**config.mk**
```make
export PLATFORM = sky130hd
export DESIGN_NAME = iov_io_irq_core
export DESIGN_NICKNAME = d
export VERILOG_FILES = /design/src/iov_pkg.sv /design/src/iov_prio_enc.sv /design/src/iov_io_irq_core.sv
export VERILOG_INCLUDE_DIRS = /design/src
export SDC_FILE = /design/constraint.sdc
export NUM_CORES = 1
export LEC_CHECK = 0
export ABC_AREA = 1
export BUFFER_PORTS_ARGS = -buffer_cell sky130_fd_sc_hd__buf_4
export CELL_PAD_IN_SITES_DETAIL_PLACEMENT = 1
export CELL_PAD_IN_SITES_GLOBAL_PLACEMENT = 2
export CORE_MARGIN = 4
export CORE_UTILIZATION = 35
export DETAILED_ROUTE_END_ITERATION = 8
export GPL_ROUTABILITY_DRIVEN = 1
export PLACE_DENSITY = 0.83
export RECOVER_POWER = 50
export SYNTH_ARGS = -nofsm -noshare
export SYNTH_HDL_FRONTEND = slang
export SYNTH_SLANG_ARGS = --single-unit
```
**constraint.sdc**
```tcl
create_clock -name clk_sys -period 1.9 [get_ports clk_sys]
set_input_delay 0 -clock clk_sys [delete_from_list [all_inputs] [get_ports clk_sys]]
set_output_delay 0 -clock clk_sys [all_outputs]
set_load 0.01 [all_outputs]
```
**src/iov_map.svh**
```systemverilog
// address map, field masks, reset values and vector addresses
`ifndef IOV_MAP_SVH
`define IOV_MAP_SVH

`define IOV_ADDR_STAT       6'h3f
`define IOV_ADDR_GMASK      6'h3b
`define IOV_ADDR_GFLAG      6'h3a
`define IOV_ADDR_TMASK      6'h39
`define IOV_ADDR_TFLAG      6'h38
`define IOV_BIT_IO_LIMIT    6'h20

`define IOV_STAT_GIE        7
`define IOV_STAT_STORE      6
`define IOV_STAT_HALF       5
`define IOV_STAT_SIGN       4
`define IOV_STAT_OVF        3
`define IOV_STAT_NEG        2
`define IOV_STAT_ZERO       1
`define IOV_STAT_CARRY      0
`define IOV_ALU_FLAG_MASK   8'h2f

`define IOV_GIRQ_EXT0_M     8'h40
`define IOV_GIRQ_PCHG_M     8'h20
`define IOV_TIRQ_T1CMP_M    8'h40
`define IOV_TIRQ_T1OVF_M    8'h04
`define IOV_TIRQ_T0OVF_M    8'h02
`define IOV_GFLAG_IMPL_M    8'h60
`define IOV_TFLAG_IMPL_M    8'h46

`define IOV_RST_BYTE        8'h00
`define IOV_VEC_RESET       9'h000
`define IOV_VEC_FIRST_IRQ   9'h001
`define IOV_VEC_LAST        9'h008

`endif

```
**src/iov_pkg.sv**
```systemverilog
// shared types for the io space and interrupt vectoring core
package iov_pkg;

    typedef enum logic [3:0] {
        IOV_OP_NOP      = 4'h0,
        IOV_OP_IO_IN    = 4'h1,
        IOV_OP_IO_OUT   = 4'h2,
        IOV_OP_SET_BIT  = 4'h3,
        IOV_OP_CLR_BIT  = 4'h4,
        IOV_OP_SKIP_SET = 4'h5,
        IOV_OP_SKIP_CLR = 4'h6,
        IOV_OP_BIT_STO  = 4'h7,
        IOV_OP_BIT_LOAD = 4'h8,
        IOV_OP_RET      = 4'h9,
        IOV_OP_LOAD_IMM = 4'ha,
        IOV_OP_ALU_FLG  = 4'hb,
        IOV_OP_READ_REG = 4'hc
    } iov_op_t;

endpackage

```
**src/iov_prio_enc.sv**
```systemverilog
// fixed priority picker, lowest index wins
`timescale 1ns/1ps
module iov_prio_enc (
    input  wire logic [7:0] req,
    output logic            any,
    output logic [7:0]      onehot,
    output logic [2:0]      idx
);
    always_comb begin
        any    = 1'b0;
        onehot = 8'h00;
        idx    = 3'h0;
        for (int i = 7; i >= 0; i--) begin
            if (req[i]) begin
                any    = 1'b1;
                onehot = 8'h01 << i;
                idx    = 3'(i);
            end
        end
    end
endmodule // iov_prio_enc

```
**src/iov_io_irq_core.sv**
```systemverilog
// io space decode, status register and interrupt vectoring core
`timescale 1ns/1ps
`include "iov_map.svh"
module iov_io_irq_core (
    input  wire logic            clk_sys,
    input  wire logic            arst_n,
    input  wire logic            clk_en,
    input  wire logic            cmd_valid,
    input  wire iov_pkg::iov_op_t cmd_op,
    input  wire logic [4:0]      cmd_reg,
    input  wire logic [5:0]      cmd_io_addr,
    input  wire logic [2:0]      cmd_bit,
    input  wire logic [7:0]      cmd_imm,
    output logic                 cmd_done,
    output logic                 skip_next,
    output logic [7:0]           rd_data,
    output logic [5:0]           per_addr,
    output logic                 per_rd_en,
    output logic                 per_wr_en,
    output logic [7:0]           per_wr_data,
    input  wire logic [7:0]      per_rd_data,
    input  wire logic            ev_ext_req0,
    input  wire logic            ev_pin_change,
    input  wire logic            ev_t1_compare,
    input  wire logic            ev_t1_overflow,
    input  wire logic            ev_t0_overflow,
    input  wire logic            req_eeprom_done,
    input  wire logic            req_comparator,
    input  wire logic            req_adc_done,
    input  wire logic            irq_ack_ready,
    output logic                 vec_valid,
    output logic [8:0]           vec_addr,
    output logic [7:0]           status_flags
);
    logic       rst_meta_reg;
    logic       rst_n;
    logic [7:0] stat_reg;
    logic [7:0] gmask_reg;
    logic [7:0] gflag_reg;
    logic [7:0] tmask_reg;
    logic [7:0] tflag_reg;
    logic       start_pend_reg;
    logic       cmd_done_reg;
    logic       skip_reg;
    logic [7:0] rd_data_reg;
    logic       vec_valid_reg;
    logic [8:0] vec_addr_reg;
    logic [7:0] rf_mem [0:31];

    // two-stage release of the asynchronous reset
    always_ff @(posedge clk_sys or negedge arst_n) begin
        if (!arst_n) begin
            rst_meta_reg <= 1'b0;
            rst_n        <= 1'b0;
        end else begin
            rst_meta_reg <= 1'b1;
            rst_n        <= rst_meta_reg;
        end
    end

    // command decode
    wire cmd_take = clk_en & cmd_valid;
    wire is_in    = cmd_take & (cmd_op == iov_pkg::IOV_OP_IO_IN);
    wire is_out   = cmd_take & (cmd_op == iov_pkg::IOV_OP_IO_OUT);
    wire is_sbit  = cmd_take & (cmd_op == iov_pkg::IOV_OP_SET_BIT);
    wire is_cbit  = cmd_take & (cmd_op == iov_pkg::IOV_OP_CLR_BIT);
    wire is_sks   = cmd_take & (cmd_op == iov_pkg::IOV_OP_SKIP_SET);
    wire is_skc   = cmd_take & (cmd_op == iov_pkg::IOV_OP_SKIP_CLR);
    wire is_tcopy = cmd_take & (cmd_op == iov_pkg::IOV_OP_BIT_STO);
    wire is_tload = cmd_take & (cmd_op == iov_pkg::IOV_OP_BIT_LOAD);
    wire is_ret   = cmd_take & (cmd_op == iov_pkg::IOV_OP_RET);
    wire is_ldi   = cmd_take & (cmd_op == iov_pkg::IOV_OP_LOAD_IMM);
    wire is_alu   = cmd_take & (cmd_op == iov_pkg::IOV_OP_ALU_FLG);
    wire is_rreg  = cmd_take & (cmd_op == iov_pkg::IOV_OP_READ_REG);

    // io address decode
    wire a_stat  = (cmd_io_addr == `IOV_ADDR_STAT);
    wire a_gmask = (cmd_io_addr == `IOV_ADDR_GMASK);
    wire a_gflag = (cmd_io_addr == `IOV_ADDR_GFLAG);
    wire a_tmask = (cmd_io_addr == `IOV_ADDR_TMASK);
    wire a_tflag = (cmd_io_addr == `IOV_ADDR_TFLAG);
    wire a_local = a_stat | a_gmask | a_gflag | a_tmask | a_tflag;
    wire a_low   = (cmd_io_addr < `IOV_BIT_IO_LIMIT);

    wire [7:0] rf_rd    = rf_mem[cmd_reg];
    wire [7:0] bit_mask = 8'h01 << cmd_bit;
    wire       rf_bit   = rf_rd[cmd_bit];
    wire       per_bit  = per_rd_data[cmd_bit];

    // sign bit is rebuilt on every view of the status byte
    wire sign_now = stat_reg[`IOV_STAT_NEG] ^ stat_reg[`IOV_STAT_OVF];
    wire [7:0] stat_view = {stat_reg[7:5], sign_now,
                            stat_reg[3:0]};

    wire [7:0] local_rd;
    assign local_rd = a_stat  ? stat_view :
                      a_gmask ? gmask_reg :
                      a_gflag ? gflag_reg :
                      a_tmask ? tmask_reg : tflag_reg;
    wire [7:0] io_rd_byte = a_local ? local_rd : per_rd_data;

    // peripheral side; bit ops are a same-cycle read-modify-write
    wire bit_op = (is_sbit | is_cbit) & a_low;
    wire sk_op  = (is_sks | is_skc) & a_low;
    wire [7:0] rmw_byte = is_sbit ? (per_rd_data | bit_mask)
                                  : (per_rd_data & ~bit_mask);
    assign per_addr    = cmd_io_addr;
    assign per_rd_en   = (is_in & ~a_local) | bit_op | sk_op;
    assign per_wr_en   = (is_out & ~a_local) | bit_op;
    assign per_wr_data = bit_op ? rmw_byte : rf_rd;

    // working register file: no reset, it survives every reset
    wire [7:0] rf_tload = (rf_rd & ~bit_mask)
                        | ({8{stat_reg[`IOV_STAT_STORE]}} & bit_mask);
    wire       rf_we  = is_in | is_tload | is_ldi;
    wire [7:0] rf_wdata = is_in    ? io_rd_byte :
                          is_tload ? rf_tload : cmd_imm;
    always_ff @(posedge clk_sys) begin
        if (clk_en && rf_we) begin
            rf_mem[cmd_reg] <= rf_wdata;
        end
    end

    // interrupt requests in vector order, lowest index first
    wire [7:0] irq_req;
    assign irq_req[0] = |(gflag_reg & gmask_reg & `IOV_GIRQ_EXT0_M);
    assign irq_req[1] = |(gflag_reg & gmask_reg & `IOV_GIRQ_PCHG_M);
    assign irq_req[2] = |(tflag_reg & tmask_reg & `IOV_TIRQ_T1CMP_M);
    assign irq_req[3] = |(tflag_reg & tmask_reg & `IOV_TIRQ_T1OVF_M);
    assign irq_req[4] = |(tflag_reg & tmask_reg & `IOV_TIRQ_T0OVF_M);
    // the last three carry their enables in their own peripherals
    assign irq_req[5] = req_eeprom_done;
    assign irq_req[6] = req_comparator;
    assign irq_req[7] = req_adc_done;

    logic       irq_any;
    logic [7:0] irq_sel;
    logic [2:0] irq_idx;
    iov_prio_enc u_prio (
        .req    (irq_req),
        .any    (irq_any),
        .onehot (irq_sel),
        .idx    (irq_idx)
    );

    // one accept at an instruction boundary, never beside a command
    wire irq_take = clk_en & stat_reg[`IOV_STAT_GIE] & irq_any
                  & irq_ack_ready & ~cmd_valid & ~start_pend_reg;
    wire [8:0] irq_vec = `IOV_VEC_FIRST_IRQ + {6'h00, irq_idx};

    // status register next value
    wire       stat_wr   = is_out & a_stat;
    wire [7:0] stat_base = stat_wr ? rf_rd : stat_reg;
    wire [7:0] stat_alu  = is_alu ? ((stat_base & ~`IOV_ALU_FLAG_MASK)
                         | (cmd_imm & `IOV_ALU_FLAG_MASK))
                         : stat_base;
    wire t_new = is_tcopy ? rf_bit : stat_alu[`IOV_STAT_STORE];
    wire i_new = irq_take ? 1'b0 :
                 is_ret   ? 1'b1 : stat_alu[`IOV_STAT_GIE];
    wire [7:0] stat_next = {i_new, t_new, stat_alu[`IOV_STAT_HALF], 1'b0,
                            stat_alu[3:0]};

    // flags: write one to clear, accept clears its own flag, set wins
    wire [7:0] g_set = ({8{ev_ext_req0}}   & `IOV_GIRQ_EXT0_M)
                     | ({8{ev_pin_change}} & `IOV_GIRQ_PCHG_M);
    wire [7:0] t_set = ({8{ev_t1_compare}}  & `IOV_TIRQ_T1CMP_M)
                     | ({8{ev_t1_overflow}} & `IOV_TIRQ_T1OVF_M)
                     | ({8{ev_t0_overflow}} & `IOV_TIRQ_T0OVF_M);
    wire [7:0] g_acc = {8{irq_take}} & (({8{irq_sel[0]}} & `IOV_GIRQ_EXT0_M)
                     | ({8{irq_sel[1]}} & `IOV_GIRQ_PCHG_M));
    wire [7:0] t_acc = {8{irq_take}} & (({8{irq_sel[2]}} & `IOV_TIRQ_T1CMP_M)
                     | ({8{irq_sel[3]}} & `IOV_TIRQ_T1OVF_M)
                     | ({8{irq_sel[4]}} & `IOV_TIRQ_T0OVF_M));
    wire [7:0] g_clr = ({8{is_out & a_gflag}} & rf_rd) | g_acc;
    wire [7:0] t_clr = ({8{is_out & a_tflag}} & rf_rd) | t_acc;
    wire [7:0] gflag_next = ((gflag_reg & ~g_clr) | g_set) & `IOV_GFLAG_IMPL_M;
    wire [7:0] tflag_next = ((tflag_reg & ~t_clr) | t_set) & `IOV_TFLAG_IMPL_M;

    wire [7:0] rd_next  = is_rreg ? rf_rd : io_rd_byte;
    wire       skip_val = sk_op & (is_sks ? per_bit : ~per_bit);
    wire [8:0] vec_next = start_pend_reg ? `IOV_VEC_RESET : irq_vec;

    always_ff @(posedge clk_sys or negedge rst_n) begin
        if (!rst_n) begin
            stat_reg       <= `IOV_RST_BYTE;
            gmask_reg      <= `IOV_RST_BYTE;
            gflag_reg      <= `IOV_RST_BYTE;
            tmask_reg      <= `IOV_RST_BYTE;
            tflag_reg      <= `IOV_RST_BYTE;
            start_pend_reg <= 1'b1;
            cmd_done_reg   <= 1'b0;
            skip_reg       <= 1'b0;
            rd_data_reg    <= `IOV_RST_BYTE;
            vec_valid_reg  <= 1'b0;
            vec_addr_reg   <= `IOV_VEC_RESET;
        end else if (clk_en) begin
            stat_reg       <= stat_next;
            gflag_reg      <= gflag_next;
            tflag_reg      <= tflag_next;
            gmask_reg      <= (is_out & a_gmask) ? rf_rd : gmask_reg;
            tmask_reg      <= (is_out & a_tmask) ? rf_rd : tmask_reg;
            start_pend_reg <= 1'b0;
            cmd_done_reg   <= cmd_valid;
            skip_reg       <= cmd_valid ? skip_val : skip_reg;
            rd_data_reg    <= (is_in | is_rreg) ? rd_next : rd_data_reg;
            vec_valid_reg  <= start_pend_reg | irq_take;
            vec_addr_reg   <= (start_pend_reg | irq_take) ? vec_next
                                                          : vec_addr_reg;
        end else begin
            cmd_done_reg  <= 1'b0;
            vec_valid_reg <= 1'b0;
        end
    end

    assign cmd_done     = cmd_done_reg;
    assign skip_next    = skip_reg;
    assign rd_data      = rd_data_reg;
    assign vec_valid    = vec_valid_reg;
    assign vec_addr     = vec_addr_reg;
    assign status_flags = stat_view;

    // checks
    gie_blocks_a: assert property (@(posedge clk_sys) disable iff (!rst_n)
        !stat_reg[`IOV_STAT_GIE] |-> !irq_take)
        else $error("interrupt taken with global enable clear");

    take_clears_a: assert property (@(posedge clk_sys) disable iff (!rst_n)
        irq_take |=> !stat_reg[`IOV_STAT_GIE] && vec_valid)
        else $error("accept did not clear global enable");

    ret_sets_a: assert property (@(posedge clk_sys) disable iff (!rst_n)
        is_ret |=> stat_reg[`IOV_STAT_GIE])
        else $error("return did not set global enable");

    sign_read_a: assert property (@(posedge clk_sys) disable iff (!rst_n)
        is_in && a_stat |=>
            rd_data[4] == (rd_data[3] ^ rd_data[2]))
        else $error("sign bit differs from negative xor overflow");

    own_enable_a: assert property (@(posedge clk_sys) disable iff (!rst_n)
        irq_take && irq_sel[0] |-> |(gmask_reg & `IOV_GIRQ_EXT0_M))
        else $error("source taken without its enable");

    prio_first_a: assert property (@(posedge clk_sys) disable iff (!rst_n)
        irq_take && irq_req[0] |=> vec_addr == `IOV_VEC_FIRST_IRQ)
        else $error("highest priority request not vectored");

    vec_range_a: assert property (@(posedge clk_sys) disable iff (!rst_n)
        vec_valid |-> vec_addr <= `IOV_VEC_LAST)
        else $error("vector outside table");

    reset_vector_a: assert property (@(posedge clk_sys) disable iff (!rst_n)
        start_pend_reg && clk_en |=> vec_valid
            && vec_addr == `IOV_VEC_RESET
            && stat_reg == `IOV_RST_BYTE)
        else $error("reset did not vector to zero");

    others_stay_a: assert property (@(posedge clk_sys) disable iff (!rst_n)
        irq_take && irq_req[0] && irq_req[1] |=>
            |(gflag_reg & `IOV_GIRQ_PCHG_M))
        else $error("lower priority request was lost");

    bit_set_a: assert property (@(posedge clk_sys) disable iff (!rst_n)
        bit_op |-> per_wr_data[cmd_bit] == is_sbit
            && ((per_wr_data ^ per_rd_data) & ~bit_mask) == 8'h00)
        else $error("bit operation disturbed other bits");

    skip_test_a: assert property (@(posedge clk_sys) disable iff (!rst_n)
        is_sks && a_low |=> skip_next == $past(per_bit))
        else $error("skip result does not follow tested bit");

    store_bit_a: assert property (@(posedge clk_sys) disable iff (!rst_n)
        is_tcopy |=> stat_reg[`IOV_STAT_STORE] == $past(rf_bit))
        else $error("store bit not copied");

    alu_flags_a: assert property (@(posedge clk_sys) disable iff (!rst_n)
        is_alu && !stat_wr |=> (stat_reg & `IOV_ALU_FLAG_MASK)
            == ($past(cmd_imm) & `IOV_ALU_FLAG_MASK))
        else $error("alu flags not updated");

    mask_write_a: assert property (@(posedge clk_sys) disable iff (!rst_n)
        is_out && a_gmask |=> gmask_reg == $past(rf_rd))
        else $error("mask register write lost");
endmodule // iov_io_irq_core

```
==> impl_metrics.py <==
metrics = {
    "setup_path": {
        "end_kind": "output port",
        "crit_required_ns": 1.90,
        "cp.arrival_ns": 2.04,
        "crit_fanout": 2,
        "startpoint_type": "flop",
        "path_common_cell": "nand2_1",
        "cpPeakStageDelay_ns": 0.38,
        "cpMaxStageDelayCell": "edfxtp_1",
        "path_cells": "nand2_1, nand2_1, nand2_2, nand3_2, nand2_1, nand2_2, nor2_4, nand2_2, buf_6, nand2_1, o21ai_2, buf_4",
        "path_class": "reg -> out",
    },
    "cts": {
        "htreeDepth": 1,
        "numCtsBuffers": 31,
        "clock_path_buffers": 3,
        "cts_tree": "done",
        "cts.sinks": 302,
        "cts-root-buf": "clkbuf_16",
        "clkTransAtPathRegs_ns": 0.07,
        "clk-insertion-delay-late_ns": 0.60,
    },
    "yosys": {
        "synth_ff_type": "edfxtp_1",
        "netlist_area_um2": 13300,
        "yosysUniqueCellTypes": 38,
        "synth.avg_cell_area_um2": 9.77,
        "ys_ff_latch": 302,
        "synth_edf_count": 256,
        "synthArstFlopShare_pct": 15.2,
        "yosys.area.top_type_share_pct": 57.7,
        "netlist_top_cells_count": "635 x nand2_1, 256 x edfxtp_1, 91 x nor2_1",
        "synthCells": 1364,
        "synth_top_area_cell": "edfxtp_1",
        "seq_area_frac_synth_pct": 66.4,
        "synthTopCellsByArea": "edfxtp_1 58%, nand2_1 18%, dfrtp_1 8.5%",
        "yosysMostFrequentCell": "nand2_1",
        "yosys_warnings": 0,
    },
    "power": {
        "leakagePower_nw": 7.51,
        "p_int_w": 0.0114,
        "p_sw_w": 0.00401,
        "max-vdd-ir-drop_uv": 725,
        "p_clk_share_pct": 39.1,
        "switching_share_pct": 26.0,
        "powerDensity_nw_per_um2": 859,
        "pwr-share-seq_pct": 48.1,
        "power_w": 0.0155,
        "comb_power_share_pct": 12.8,
    },
    "placement": {
        "io_buffers": 85,
        "dpl.hpwl_um": 32100,
        "place_congestion": 0.897,
    },
    "route": {
        "drt-pass1-iter-count": 5,
        "drcViolationCount": 0,
        "vias_per_cell": 5.06,
        "via_count": 11200,
        "post_drt_wl_per_cell_um": 21.5,
        "wirelength_um": 47400,
        "drtIter0Drc": 768,
        "ant_nets": 0,
    },
    "global_routing": {
        "grt_pass1_wl_um": 71200,
        "grt_usage_pct": 22.4,
        "antenna_found_initial": 0,
        "grt_overflow": 0,
        "grt_max_degree": 33,
        "grt_pass1_vias": 11900,
    },
    "sta": {
        "post-route-period-util_pct": 107,
        "setup-violations-final": 93,
        "relSlewSlack_pct": 16.8,
        "finClkSkew_ns": 0.0179,
        "fin_crit_ns": 2.04,
        "whs_ns": 0.0253,
        "tightestPinTransition_ns": 1.25,
        "fmax_mhz": 490,
        "maxSlewViolCount": 0,
        "hold_viol": 0,
        "grt_setup_unrepaired": "yes",
        "worst_slack_ns": -0.139,
    },
    "final_layout": {
        "largest_reg_flops": 256,
        "syn2layout_area_growth_pct": 35.1,
        "nets": 1720,
        "regMostFlops": "rf_mem",
        "antenna_cells": 0,
        "drive_gt1_share_pct": 25.1,
        "fin_util_pct": 47.9,
    },
    "die": {
        "die_area_um2": 41200,
        "rows": 71,
        "coreArea_um2": 37600,
        "num_io_pins": 91,
        "die_w_um": 203,
        "start_util_pct": 35.4,
        "die_h_um": 203,
    },
    "worst_hold_path": {
        "hold_path.class": "in -> reg",
    },
    "run_status": {
        "violations": "setup timing",
        "status": "finished with violations",
    },
    "job": {
        "cap_violations": 0,
    },
}
[kinds of logic (layout without fill, tap and decap cells)]
logic type | after synthesis | count (layout) | synth area share [%]
and+or+nand+nor | 819 | 819 | 24.6
DFF | 302 | 302 | 66.4
buffers and inverters | 136 | 465 | 4.41
AOI/OAI and AO/OA | 101 | 101 | 4.26
other | 2 | 6 | 0.0564
xor gates and xnor gates | 2 | 2 | 0.132
adders and majority gates | 1 | 1 | 0.0939
muxes | 1 | 1 | 0.0751
[power by group through the flow]
stage	clock (W)	combinational (W)	sequential [W]
floorplan	0	0.000694	0.00760
global placement	0	0.00169	0.00757
detailed placement	0	0.00173	0.00757
CTS	0.00616	0.00196	0.00744
global route	0.00643	0.00213	0.00744
finish	0.00605	0.00198	0.00743
[worst max-delay path: cells and delay by family, from the launching register on]
family / cells / cell delay (ns)
buf+inv: 2 / 0.28
flops: 1 / 0.38
compound gates: 1 / 0.06
simple gates: 9 / 0.72
[stage by stage]
stage	instance area, um2	cells	TNS [ns]	setup WS, ns
after floorplan	13400	1368	-10.48	-0.0411
after global placement	16100	2096	-71.65	-0.367
after detailed placement	16100	2096	-99.09	-0.350
after CTS	17800	2201	-6.04	-0.188
after global routing	18000	2208	-16.24	-0.258
final	18000	2208	-8.69	-0.139
[per-layer routing]
layer	vias up	global-route usage, %	share of wire [%]
li1	5131	-	-
met1	5663	30.2	42
met2	303	38.9	50
met3	73	2.46	5.1
met4	0	6.12	2.8
met5	-	0	0
[timing repair]
| item | in CTS | in global routing |
|---|---|---|
| pin swaps | 39 | 43 |
| resized for setup | 75 | 71 |
| cloned | 3 | 3 |
| endpoints found under the setup margin | 186 | 252 |
| setup buffers | 12 | 6 |
| endpoints found under the hold margin | 185 | 0 |
| hold buffers | 32 | 0 |
[layout by cell type (no fill, tap or decap), types with 33 or more instances in the layout]
cell / synthesis / final
buf_4: 13 / 213
clkbuf_16: 0 / 33
dfrtp_1: 45 / 45
edfxtp_1: 256 / 256
inv_1: 80 / 80
nand2_1: 635 / 579
nand2_2: 0 / 49
nand4_1: 33 / 33
nor2_1: 91 / 71
o21ai_0: 56 / 42
[final timing paths]
kind | slack (ns) | endpoint | start | cells past startpoint
setup / recovery | -0.14 | per_wr_data[3] | rf_mem[5][3]$_DFFE_PP_ | 12
hold / removal | 0.03 | rd_data[2]$_DFFE_PN0P_ | per_rd_data[2] | 5
setup reg to reg | -0.14 | rf_mem[5][1]$_DFFE_PP_ | rf_mem[23][1]$_DFFE_PP_ | 12
hold reg to reg | 0.35 | rst_n$_DFF_PN0_ | rst_meta_reg$_DFF_PN0_ | 0
max in group asynchronous | 0.41 | gmask_reg[7]$_DFFE_PN0P_ | rst_n$_DFF_PN0_ | 1
min in group asynchronous | 0.29 | rst_n$_DFF_PN0_ | arst_n | 3
[area by class of cell]
type / instances / area (um2)
fillers: 4160 / 19600
flip-flops and latches: 302 / 8840
multi-input cells: 930 / 4310
repair buffers: 323 / 2890
clock buffers: 32 / 779
well taps: 511 / 639
inverters: 84 / 315
clock inverters: 26 / 221
Power figures use the tool's default switching activity.
